### config.mk
export PLATFORM = sky130hd
export DESIGN_NAME = tcps_top
export DESIGN_NICKNAME = d
export VERILOG_FILES = /design/src/logic/tcps_top.v /design/src/logic/tcps_divider.v
export VERILOG_INCLUDE_DIRS = /design/src /design/src/logic
export SDC_FILE = /design/constraint.sdc
export NUM_CORES = 1
export LEC_CHECK = 0
export BUFFER_PORTS_ARGS = -buffer_cell sky130_fd_sc_hd__buf_2
export CAP_MARGIN = 20
export CORE_ASPECT_RATIO = 2
export CORE_MARGIN = 2
export CORE_UTILIZATION = 45
export CTS_BUF_LIST = sky130_fd_sc_hd__clkbuf_8
export DETAILED_ROUTE_END_ITERATION = 12
export GPL_ROUTABILITY_DRIVEN = 0
export GPL_TIMING_DRIVEN = 0
export PLACE_DENSITY = 0.7
export SLEW_MARGIN = 20
export SYNTH_ARGS = -nofsm -noshare
export SYNTH_HDL_FRONTEND = slang
export SYNTH_HIERARCHICAL = 1
export SYNTH_SLANG_ARGS = --single-unit
### constraint.sdc
create_clock -name ref_clk_i -period 2.9 [get_ports ref_clk_i]
set_clock_uncertainty 0.2 [all_clocks]
set_input_delay 0.435 -clock ref_clk_i [delete_from_list [all_inputs] [get_ports ref_clk_i]]
set_output_delay 0.435 -clock ref_clk_i [all_outputs]
set_load 0.05 [all_outputs]
### src/logic/tcps_consts.vh
// constants for the timer clock prescale select block
// Function
// - two-bit prescale field picks the shared divided clock for timers 0 and 1
// - prescale field 11 gives the external oscillator clock divided by eight
// - external divide-by-eight path is synchronised to the system clock first
// - timer 0 low count byte is software read/write and resets to zero
// - timer 2 halves count system/12, external/8, or system clock as selected
`ifndef TCPS_CONSTS_VH
`define TCPS_CONSTS_VH
// ==========================================
// register indices, byte address is four times the index
`define TCPS_CTRL_IDX        10'h08e
`define TCPS_T0LOW_IDX       10'h08a
`define TCPS_ALTSEL_IDX      10'h090
// ==========================================
// reset values
`define TCPS_CTRL_RST        8'h00
`define TCPS_T0LOW_RST       8'h00
`define TCPS_ALTSEL_RST      8'h00
// ==========================================
// control register fields
`define TCPS_PRESCALE_LSB    0
`define TCPS_PRESCALE_MSB    1
`define TCPS_T0_SEL_BIT      2
`define TCPS_T1_SEL_BIT      3
`define TCPS_T2L_SEL_BIT     4
`define TCPS_T2H_SEL_BIT     5
`define TCPS_T3L_SEL_BIT     6
`define TCPS_T3H_SEL_BIT     7
// alternate-source register fields
`define TCPS_T2_ALT_BIT      0
`define TCPS_T3_ALT_BIT      1
`define TCPS_T0_RUN_BIT      2
`define TCPS_ALTSEL_MASK     8'h07
// ==========================================
// prescale field codes
`define TCPS_PRE_DIV0        2'h0
`define TCPS_PRE_DIV1        2'h1
`define TCPS_PRE_DIV2        2'h2
`define TCPS_PRE_EXT8        2'h3
// ==========================================
// fixed divisions
`define TCPS_ALT_DIV         12
`define TCPS_EXT_DIV         8
// ==========================================
// axi responses
`define TCPS_RESP_OKAY       2'h0
`define TCPS_RESP_SLVERR     2'h2
`endif

### src/logic/tcps_top.v
// timer clock prescale select with axi4-lite register slave
`timescale 1ns/1ps
`default_nettype none
`include "tcps_consts.vh"
module tcps_top #(
	parameter integer ADDR_W    = 12,
	parameter integer PRE_DIV0  = 12,
	parameter integer PRE_DIV1  = 4,
	parameter integer PRE_DIV2  = 48
) (
	// clock and reset
	input  wire              ref_clk_i,
	input  wire              reset_i,
	// external oscillator clock pin
	input  wire              ext_osc_clk_i,
	// axi4-lite write address
	input  wire [ADDR_W-1:0] s_axi_awaddr_i,
	input  wire              s_axi_awvalid_i,
	output wire              s_axi_awready_o,
	// axi4-lite write data
	input  wire [31:0]       s_axi_wdata_i,
	input  wire [3:0]        s_axi_wstrb_i,
	input  wire              s_axi_wvalid_i,
	output wire              s_axi_wready_o,
	// axi4-lite write response
	output reg  [1:0]        s_axi_bresp_o,
	output reg               s_axi_bvalid_o,
	input  wire              s_axi_bready_i,
	// axi4-lite read address
	input  wire [ADDR_W-1:0] s_axi_araddr_i,
	input  wire              s_axi_arvalid_i,
	output wire              s_axi_arready_o,
	// axi4-lite read data
	output reg  [31:0]       s_axi_rdata_o,
	output reg  [1:0]        s_axi_rresp_o,
	output reg               s_axi_rvalid_o,
	input  wire              s_axi_rready_i,
	// timer count ticks
	output reg               timer0_tick_o,
	output reg               timer1_tick_o,
	output reg               timer2_low_tick_o,
	output reg               timer2_high_tick_o,
	output reg               timer3_low_tick_o,
	output reg               timer3_high_tick_o,
	// timer 0 low count
	output wire [7:0]        timer0_count_low_o
);
	// ==========================================
	// registers
	reg  [7:0]        timer_clock_prescale_ctrl;
	reg  [7:0]        timer0_count_low;
	reg  [7:0]        alt_select_ctrl;
	wire [1:0]        prescale_select_field;
	wire              timer0_clock_select;
	wire              timer1_clock_select;
	wire              timer2_low_clock_select;
	wire              timer2_high_clock_select;
	wire              timer3_low_clock_select;
	wire              timer3_high_clock_select;
	wire              timer2_alt_source_select;
	wire              timer3_alt_source_select;
	wire              timer0_run;
	assign prescale_select_field =
		timer_clock_prescale_ctrl[`TCPS_PRESCALE_MSB:`TCPS_PRESCALE_LSB];
	assign timer0_clock_select      = timer_clock_prescale_ctrl[`TCPS_T0_SEL_BIT];
	assign timer1_clock_select      = timer_clock_prescale_ctrl[`TCPS_T1_SEL_BIT];
	assign timer2_low_clock_select  = timer_clock_prescale_ctrl[`TCPS_T2L_SEL_BIT];
	assign timer2_high_clock_select = timer_clock_prescale_ctrl[`TCPS_T2H_SEL_BIT];
	assign timer3_low_clock_select  = timer_clock_prescale_ctrl[`TCPS_T3L_SEL_BIT];
	assign timer3_high_clock_select = timer_clock_prescale_ctrl[`TCPS_T3H_SEL_BIT];
	assign timer2_alt_source_select = alt_select_ctrl[`TCPS_T2_ALT_BIT];
	assign timer3_alt_source_select = alt_select_ctrl[`TCPS_T3_ALT_BIT];
	assign timer0_run               = alt_select_ctrl[`TCPS_T0_RUN_BIT];
	assign timer0_count_low_o       = timer0_count_low;
	// ==========================================
	// address decode, shared by read and write
	localparam [1:0] SEL_NONE = 2'd0;
	localparam [1:0] SEL_CTRL = 2'd1;
	localparam [1:0] SEL_T0LO = 2'd2;
	localparam [1:0] SEL_ALT  = 2'd3;
	function [1:0] tcps_decode;
		input [ADDR_W-1:0] addr;
		begin
			if (addr[ADDR_W-1:2] == `TCPS_CTRL_IDX)
				tcps_decode = SEL_CTRL;
			else if (addr[ADDR_W-1:2] == `TCPS_T0LOW_IDX)
				tcps_decode = SEL_T0LO;
			else if (addr[ADDR_W-1:2] == `TCPS_ALTSEL_IDX)
				tcps_decode = SEL_ALT;
			else
				tcps_decode = SEL_NONE;
		end
	endfunction
	// ==========================================
	// write channel: address and data taken in either order
	reg              aw_held;
	reg              w_held;
	reg [ADDR_W-1:0] aw_addr;
	reg [7:0]        w_byte;
	reg              w_lane0;
	wire             do_write;
	wire [1:0]       wsel;
	assign s_axi_awready_o = ~aw_held & ~s_axi_bvalid_o;
	assign s_axi_wready_o  = ~w_held & ~s_axi_bvalid_o;
	assign do_write        = aw_held & w_held & ~s_axi_bvalid_o;
	assign wsel            = tcps_decode(aw_addr);
	always @(posedge ref_clk_i)
	begin
		if (reset_i)
		begin
			aw_held <= 1'b0;
			w_held <= 1'b0;
			aw_addr <= {ADDR_W{1'b0}};
			w_byte <= 8'h00;
			w_lane0 <= 1'b0;
			s_axi_bvalid_o <= 1'b0;
			s_axi_bresp_o <= `TCPS_RESP_OKAY;
		end
		else
		begin
			if (s_axi_awvalid_i && s_axi_awready_o)
			begin
				aw_held <= 1'b1;
				aw_addr <= s_axi_awaddr_i;
			end
			if (s_axi_wvalid_i && s_axi_wready_o)
			begin
				w_held <= 1'b1;
				w_byte <= s_axi_wdata_i[7:0];
				w_lane0 <= s_axi_wstrb_i[0];
			end
			if (do_write)
			begin
				aw_held <= 1'b0;
				w_held <= 1'b0;
				s_axi_bvalid_o <= 1'b1;
				s_axi_bresp_o <= (wsel == SEL_NONE) ?
					`TCPS_RESP_SLVERR : `TCPS_RESP_OKAY;
			end
			else if (s_axi_bvalid_o && s_axi_bready_i)
			begin
				s_axi_bvalid_o <= 1'b0;
			end
		end
	end
	wire wr_ctrl = do_write & w_lane0 & (wsel == SEL_CTRL);
	wire wr_t0lo = do_write & w_lane0 & (wsel == SEL_T0LO);
	wire wr_alt  = do_write & w_lane0 & (wsel == SEL_ALT);
	// ==========================================
	// read channel
	wire [1:0] rsel = tcps_decode(s_axi_araddr_i);
	assign s_axi_arready_o = ~s_axi_rvalid_o;
	always @(posedge ref_clk_i)
	begin
		if (reset_i)
		begin
			s_axi_rvalid_o <= 1'b0;
			s_axi_rdata_o <= 32'h0000_0000;
			s_axi_rresp_o <= `TCPS_RESP_OKAY;
		end
		else if (s_axi_arvalid_i && s_axi_arready_o)
		begin
			s_axi_rvalid_o <= 1'b1;
			s_axi_rresp_o <= `TCPS_RESP_OKAY;
			if (rsel == SEL_CTRL)
				s_axi_rdata_o <= {24'h00_0000, timer_clock_prescale_ctrl};
			else if (rsel == SEL_T0LO)
				s_axi_rdata_o <= {24'h00_0000, timer0_count_low};
			else if (rsel == SEL_ALT)
				s_axi_rdata_o <= {24'h00_0000, alt_select_ctrl};
			else
			begin
				s_axi_rdata_o <= 32'h0000_0000;
				s_axi_rresp_o <= `TCPS_RESP_SLVERR;
			end
		end
		else if (s_axi_rvalid_o && s_axi_rready_i)
		begin
			s_axi_rvalid_o <= 1'b0;
		end
	end
	// ==========================================
	// control registers
	always @(posedge ref_clk_i)
	begin
		if (reset_i)
		begin
			timer_clock_prescale_ctrl <= `TCPS_CTRL_RST;
			alt_select_ctrl <= `TCPS_ALTSEL_RST;
		end
		else
		begin
			if (wr_ctrl)
				timer_clock_prescale_ctrl <= w_byte;
			if (wr_alt)
				alt_select_ctrl <= w_byte & `TCPS_ALTSEL_MASK;
		end
	end
	// ==========================================
	// external clock sync, edge detect, divide by eight
	reg  ext_meta;
	reg  ext_sync;
	reg  ext_last;
	wire ext_rise;
	wire ext8_tick;
	always @(posedge ref_clk_i)
	begin
		if (reset_i)
		begin
			ext_meta <= 1'b0;
			ext_sync <= 1'b0;
			ext_last <= 1'b0;
		end
		else
		begin
			ext_meta <= ext_osc_clk_i;
			ext_sync <= ext_meta;
			ext_last <= ext_sync;
		end
	end
	assign ext_rise = ext_sync & ~ext_last;
	// only edges slower than half the system clock are seen
	tcps_divider #(.DIV(`TCPS_EXT_DIV), .WIDTH(3)) u_ext8 (
		.ref_clk_i (ref_clk_i),
		.reset_i   (reset_i),
		.enable_i  (ext_rise),
		.tick_o    (ext8_tick)
	);
	// ==========================================
	// system clock dividers
	wire alt12_tick;
	wire [2:0] pre_ticks;
	genvar     g;
	tcps_divider #(.DIV(`TCPS_ALT_DIV), .WIDTH(4)) u_alt12 (
		.ref_clk_i (ref_clk_i),
		.reset_i   (reset_i),
		.enable_i  (1'b1),
		.tick_o    (alt12_tick)
	);
	generate
		for (g = 0; g < 3; g = g + 1)
		begin : pre_div
			tcps_divider #(.WIDTH(8),
				.DIV(g == 0 ? PRE_DIV0 : g == 1 ? PRE_DIV1 : PRE_DIV2)) u_pre (
				.ref_clk_i (ref_clk_i),
				.reset_i   (reset_i),
				.enable_i  (1'b1),
				.tick_o    (pre_ticks[g])
			);
		end
	endgenerate
	// ==========================================
	// clock selection
	reg  pre_tick;
	wire t2_alt_tick;
	wire t3_alt_tick;
	always @*
	begin
		case (prescale_select_field)
			`TCPS_PRE_DIV0: pre_tick = pre_ticks[0];
			`TCPS_PRE_DIV1: pre_tick = pre_ticks[1];
			`TCPS_PRE_DIV2: pre_tick = pre_ticks[2];
			default:        pre_tick = ext8_tick;
		endcase
	end
	assign t2_alt_tick = timer2_alt_source_select ? ext8_tick : alt12_tick;
	assign t3_alt_tick = timer3_alt_source_select ? ext8_tick : alt12_tick;
	always @(posedge ref_clk_i)
	begin
		if (reset_i)
		begin
			timer0_tick_o <= 1'b0;
			timer1_tick_o <= 1'b0;
			timer2_low_tick_o <= 1'b0;
			timer2_high_tick_o <= 1'b0;
			timer3_low_tick_o <= 1'b0;
			timer3_high_tick_o <= 1'b0;
		end
		else
		begin
			timer0_tick_o <= timer0_clock_select | pre_tick;
			timer1_tick_o <= timer1_clock_select | pre_tick;
			timer2_low_tick_o <= timer2_low_clock_select | t2_alt_tick;
			timer2_high_tick_o <= timer2_high_clock_select | t2_alt_tick;
			timer3_low_tick_o <= timer3_low_clock_select | t3_alt_tick;
			timer3_high_tick_o <= timer3_high_clock_select | t3_alt_tick;
		end
	end
	// ==========================================
	// timer 0 low count, software write beats a tick
	always @(posedge ref_clk_i)
	begin
		if (reset_i)
			timer0_count_low <= `TCPS_T0LOW_RST;
		else if (wr_t0lo)
			timer0_count_low <= w_byte;
		else if (timer0_run && timer0_tick_o)
			timer0_count_low <= timer0_count_low + 8'h01;
	end
endmodule
`default_nettype wire

### src/logic/tcps_divider.v
// enabled modulo counter emitting a one-cycle tick each wrap
`timescale 1ns/1ps
`default_nettype none
module tcps_divider #(
	parameter integer DIV   = 12,
	parameter integer WIDTH = 8
) (
	// clock and reset
	input  wire             ref_clk_i,
	input  wire             reset_i,
	// count enable and tick
	input  wire             enable_i,
	output reg              tick_o
);
	localparam integer     LAST_INT = DIV - 1;
	localparam [WIDTH-1:0] LAST     = LAST_INT[WIDTH-1:0];
	reg [WIDTH-1:0] count;
	always @(posedge ref_clk_i)
	begin
		if (reset_i)
		begin
			count <= {WIDTH{1'b0}};
			tick_o <= 1'b0;
		end
		else if (enable_i)
		begin
			if (count == LAST)
			begin
				count <= {WIDTH{1'b0}};
				tick_o <= 1'b1;
			end
			else
			begin
				count <= count + 1'b1;
				tick_o <= 1'b0;
			end
		end
		else
		begin
			tick_o <= 1'b0;
		end
	end
endmodule
`default_nettype wire

# Yosys cells after proc, flatten, opt, wreduce, memory -nomap -nowiden
# Index checks and enable logic that the tools add are counted.
# totals
register_bits,125
out_inout_bits,55
elab_cells,123
in_bits,68
# classes
bitwise,21
eq_ne,19
n_addsub,6
reduce_logical,17
mux,28
# op_table
cell,count
equality test 10 x 8 -> 1 bit (second input constant),6
adder 8 x 1 -> 8 bit (second input constant),4
two-way mux 8 bit,4
two-way mux 2 bit,10
OR reduction 2 bit,6
two-way mux 1 bit,11
equality test 2 bit (second input constant),5
bitwise AND 1 bit,9
equality test 8 x 2 -> 1 bit (second input constant),1
equality test 8 x 4 -> 1 bit (second input constant),1
equality test 8 x 6 -> 1 bit (second input constant),1
equality test 2 x 1 -> 1 bit (second input constant),3
logical AND 1 bit,6
two-way mux 3 bit,2
NOT 1 bit,6
OR 1 bit,6
nonzero test 2 bit,3
adder 4 x 1 -> 4 bit (second input constant),1
equality test 4 bit (second input constant),1
logical NOT 2 bit,2
adder 3 x 1 -> 3 bit (second input constant),1
equality test 3 bit (second input constant),1
case mux 1 bit (3 select lines),1

# Depth between registers and ports, before layout
# depth
ltp_word,8
depth_mapped,5
ltp_nobuf,5

# Modules after synthesis
# The synthesis kept the hierarchy.
# by_module_without_submodules
module,seq_area_each_um2,cells_per_inst,area_each_um2,n_inst
tcps_top,1221.2,317,2773.9,1
tcps_divider at pre_div[0].u_pre,180.2,44,415.4,1
tcps_divider at pre_div[2].u_pre,180.2,44,409.1,1
tcps_divider at pre_div[1].u_pre,180.2,42,399.1,1
tcps_divider at u_alt12,100.1,23,219.0,1
tcps_divider at u_ext8,80.1,15,163.9,1

# Worst setup path after synthesis
# Ideal clock, no wire load.
# synth_path
path_kind,register -> register
from,reg s_axi_bvalid_o
to,reg aw_addr[10]
setup_ns,0.132
required_time_ns,2.568
t_arrival_ns,1.823
path_slack_ns,0.745
path_stages_with_launch,5
path_buffers,0
period_less_slack_ns,2.155
path_cell_list,dfxtp_1 > nor2_1 > nand2_1 > nand2_1 > a21oi_1
# synth_via
elab_chain_cells,3
# synth_rtl
item,line,rtl
"start, declared",tcps_top.v:27,"output reg s_axi_bvalid_o,"
"start signal, assigned",tcps_top.v:116,s_axi_bvalid_o <= 1'b0;
"start signal, assigned",tcps_top.v:136,s_axi_bvalid_o <= 1'b1;
"start signal, assigned",tcps_top.v:142,s_axi_bvalid_o <= 1'b0;
NOT 1 bit,tcps_top.v:103,assign s_axi_awready_o = ~aw_held & ~s_axi_bvalid_o;
bitwise AND 1 bit,tcps_top.v:103,
named net s_axi_awready_o,tcps_top.v:19,"output wire s_axi_awready_o,"
logical AND 1 bit,tcps_top.v:121,if (s_axi_awvalid_i && s_axi_awready_o)
"end signal, assigned",tcps_top.v:113,aw_addr <= {ADDR_W{1'b0}};
"end signal, assigned",tcps_top.v:124,aw_addr <= s_axi_awaddr_i;
"end, declared",tcps_top.v:98,reg [ADDR_W-1:0] aw_addr;
# The timed path passes the listed nets, and every way through them passes these cells.
# A chain may end at the register's enable or synchronous reset.

# Worst setup path in the final report
# layout_path
from,reg pre_div[1].u_pre.count[4]
to,reg pre_div[1].u_pre.count[7]
# layout_via
elab_chain_cells,2
word_cells_on_any_way,3
cone_classes,1 x add/sub; 1 x eq/ne; 1 x reduce/logical
# layout_rtl
item,line,rtl
"start, declared",tcps_divider.v:17,reg [WIDTH-1:0] count;
"start signal, assigned",tcps_divider.v:22,count <= {WIDTH{1'b0}};
"start signal, assigned",tcps_divider.v:29,count <= {WIDTH{1'b0}};
"start signal, assigned",tcps_divider.v:34,count <= count + 1'b1;
"parallel branches: the longest is 2 deep, another holds adder 8 x 1 -> 8 bit",--,
# Several ways; the timed one is not identified.

==> impl_metrics.toml <==
[worst_setup_path]
worstSetupPathType = "register to register"
cp_cell_sequence = "or4_4, o41ai_4, a21oi_1"
max_stage_delay_ps = 570
r2r_end = "pre_div[1].u_pre/count[7]"
reg2regPathDepth = 3
cp_num_buf_inv = 0
cp_num_cells = 3
end_kind = "register"
cp_slowest_cell = "or4_4"
cp-start-kind = "register"
reg2reg_from = "pre_div[1].u_pre/count[4]"
reg2reg_slack_ps = 1060
path_max_fanout = 7
crit_family = "compound AO/OA/AOI/OAI gates"
crit_arrival_ps = 1880
critical_path_required_ps = 2940

[clocking]
post_cts_resized = 0
cts_root_buf = "clkbuf_8"
clk_pin_slew_worst_paths_ps = 100
h-tree-depth = 3
clock_sinks = 97
clk_latency_ps = 370
cts_buffers = 9
post-cts-setup-buffer-count = 0
cts_tree = "yes"
holdBufCountCts = 0
max-clock-path-buffers = 2

[pwr]
total_power_mw = 2.628
irDropWorstVdd_uv = 246.0
power.share.clock = 0.338
power_density_nw_per_um2 = 506.1
power.internal_mw = 1.888
p_seq_frac = 0.538
combPwrFrac = 0.124
swShare = 0.2814
p_leak_nw = 2.205
switching_power_mw = 0.7394

[timing]
slew_headroom = 0.6294
report.final.slew_viol_count = 0
fmax_mhz = 543.0
tns_ps = 0
tightest_slew_ps = 555.9
fin_crit_sh = 0.6351
finalSetupViolCount = 0
min_period_ps = 1842
hold_viol = 0
rsz0062_at_grt = "no"

[drt]
vias = 3742
totalWireLength_um = 9898
via_per_inst = 5.126
route.detailed.drc = 0
dr.pass1.iters = 6
wire_per_inst_um = 13.56
ant_nets = 0
initialDrtViolationCount = 154

[global_routing]
antenna_found_initial = 0
grt_pass1_vias = 3627
track_usage = 0.1951
grt_max_degree = 21
grt_pass1_wl_um = 15910
grt_overflow = 0

[die]
boundaryPins = 123
start_util = 0.4546
die_x_um = 73.77
die_area_um2 = 10590
num_rows = 51
coreArea_um2 = 9635
die_h_um = 143.5

[yosys]
syn_avg_cell_area_um2 = 9.032
ys_warn_count = 6
synth_cell_types = 59
yosys-top-cells-area = "dfxtp_1 (44%), nor2_1 (5.6%), nand2_1 (5.1%), buf_4 (4.6%), a21oi_1 (4.3%)"
ys_seq_area_frac = 0.4433
synth_area_um2 = 4380
yosysTopAreaCell = "dfxtp_1"
synth_edf_count = 0
ys_ff_latch = 97
synth-main-ff-cell = "dfxtp_1"
async_flop_share = 0
synth.top_cell.area_share = 0.4433
syn_inst = 485

[placement]
numPortBuffers = 64
postPlaceCellArea_um2 = 4990
hpwlAfterDp_um = 7859

[finish]
design_area_um2 = 5192
nNetsFinal = 668
fillers = 921
area_growth_pct = 18.54
layout_commonest_cell = "dfxtp_1"
drive_above_1_share = 0.2341
antenna-diode-count = 0
mostFrequentLayoutCells = "dfxtp_1 (97), buf_2 (69), nor2_1 (65), nand2_1 (59), a21oi_1 (38)"

[min_path]
hold_class = "input port to register"
min_from = "s_axi_wdata_i[5]"
hold_end = "w_byte[5]"
hold_depth = 3

[outcome]
status = "complete, no violations"

[flow_run]
max-cap-violations = 0
==> metal layers <==
| layer | GRT usage | vias to the layer above | share of wire |
|---|---|---|---|
| li1 | - | 1855 | - |
| met1 | 0.1750 | 1762 | 0.35 |
| met2 | 0.3633 | 100 | 0.56 |
| met3 | 0.04348 | 25 | 0.039 |
| met4 | 0.1388 | 0 | 0.059 |
| met5 | 0 | - | 0 |
==> area by class of cell <==
| type | instances | area (um^2) | share of cell area |
|---|---|---|---|
| repair buffers | 64 | 320.3 | 0.06169 |
| well taps | 132 | 165.2 | 0.03181 |
| clock inverters | 7 | 78.83 | 0.01518 |
| inverters | 6 | 22.52 | 0.004337 |
| flip-flops and latches | 97 | 1942 | 0.3740 |
| plain buffers | 42 | 280.3 | 0.05398 |
| clock buffers | 9 | 123.9 | 0.02386 |
| multi-input cells | 373 | 2260 | 0.4352 |
==> power by group through the flow <==
stage	registers (mW)	clock network [mW]	logic, mW
after floorplan	1.44	0	0.245
after global placement	1.44	0	0.317
after detailed placement	1.44	0	0.324
after CTS	1.41	0.918	0.325
after global routing	1.42	0.970	0.356
final	1.41	0.888	0.326
==> Yosys cell counts, types with 3 or more instances <==
cell type	count
buf_4	27
xor2_1	8
nand2_1	59
a21oi_1	38
mux2_2	7
o21a_1	3
buf_2	5
a2bb2oi_1	3
nor2b_1	7
nand3b_1	4
nor3_1	7
o21ai_0	17
nand4_2	3
nand4_1	9
clkbuf_1	8
inv_1	6
mux2i_1	19
nand2b_1	5
xnor2_1	6
nor2_1	65
nand3_1	9
dfxtp_1	97
or3_1	13
ha_1	7
a31oi_1	3
a22oi_1	5
==> per-stage QoR <==
stage / hold slack [ps] / instances / util / setup WS [ps]
after floorplan: 213.8 / 518 / - / 745.1
after global placement: 225.4 / 714 / 0.5179 / 778.7
after detailed placement: 227.8 / 714 / 0.5179 / 748.1
after CTS: 80.04 / 730 / 0.5389 / 1040
after global routing: 92.45 / 730 / 0.5389 / 951.8
final: 98.47 / 730 / 0.5389 / 1058
==> worst min-delay path, stage by stage <==
cell and delay [ps]:
buf_2 100, nand2_1 40, a21oi_1 50
==> state kept, by name, summed over array words and instances (netlist names), 3 cells and up <==
register                   cells
pre_div.u_pre/count           24
w_byte                         8
alt_select_ctrl                3
timer0_count_low_o             8
u_ext8/count                   3
timer_clock_prescale_ctrl      8
pre_div.u_pre/tick_o           3
aw_addr                       10
s_axi_rdata_o                  8
u_alt12/count                  4
==> how the worst max path moves through the flow <==
stage / start / to / slack, ps
after global placement: reset_i / aw_held / 780
after detailed placement: reset_i / aw_held / 750
final: pre_div[1].u_pre/count[4] / pre_div[1].u_pre/count[7] / 1060
after floorplan: s_axi_bvalid_o / aw_addr[10] / 750
after global routing: pre_div[1].u_pre/count[4] / pre_div[1].u_pre/count[2] / 950
after CTS: s_axi_bvalid_o / s_axi_awready_o / 1040
==> cells by family (layout without fill, tap and decap cells) <==
family	Yosys count	after routing	share of synthesized area
other cells	2	35	0.001714
compound gates	84	84	0.1217
buf+inv	48	128	0.06912
mux	27	27	0.06655
flops	97	97	0.4433
simple gates	206	206	0.2496
xor+xnor	14	14	0.02799
fa+ha+maj	7	7	0.01999
Power figures use the tool's default switching activity.
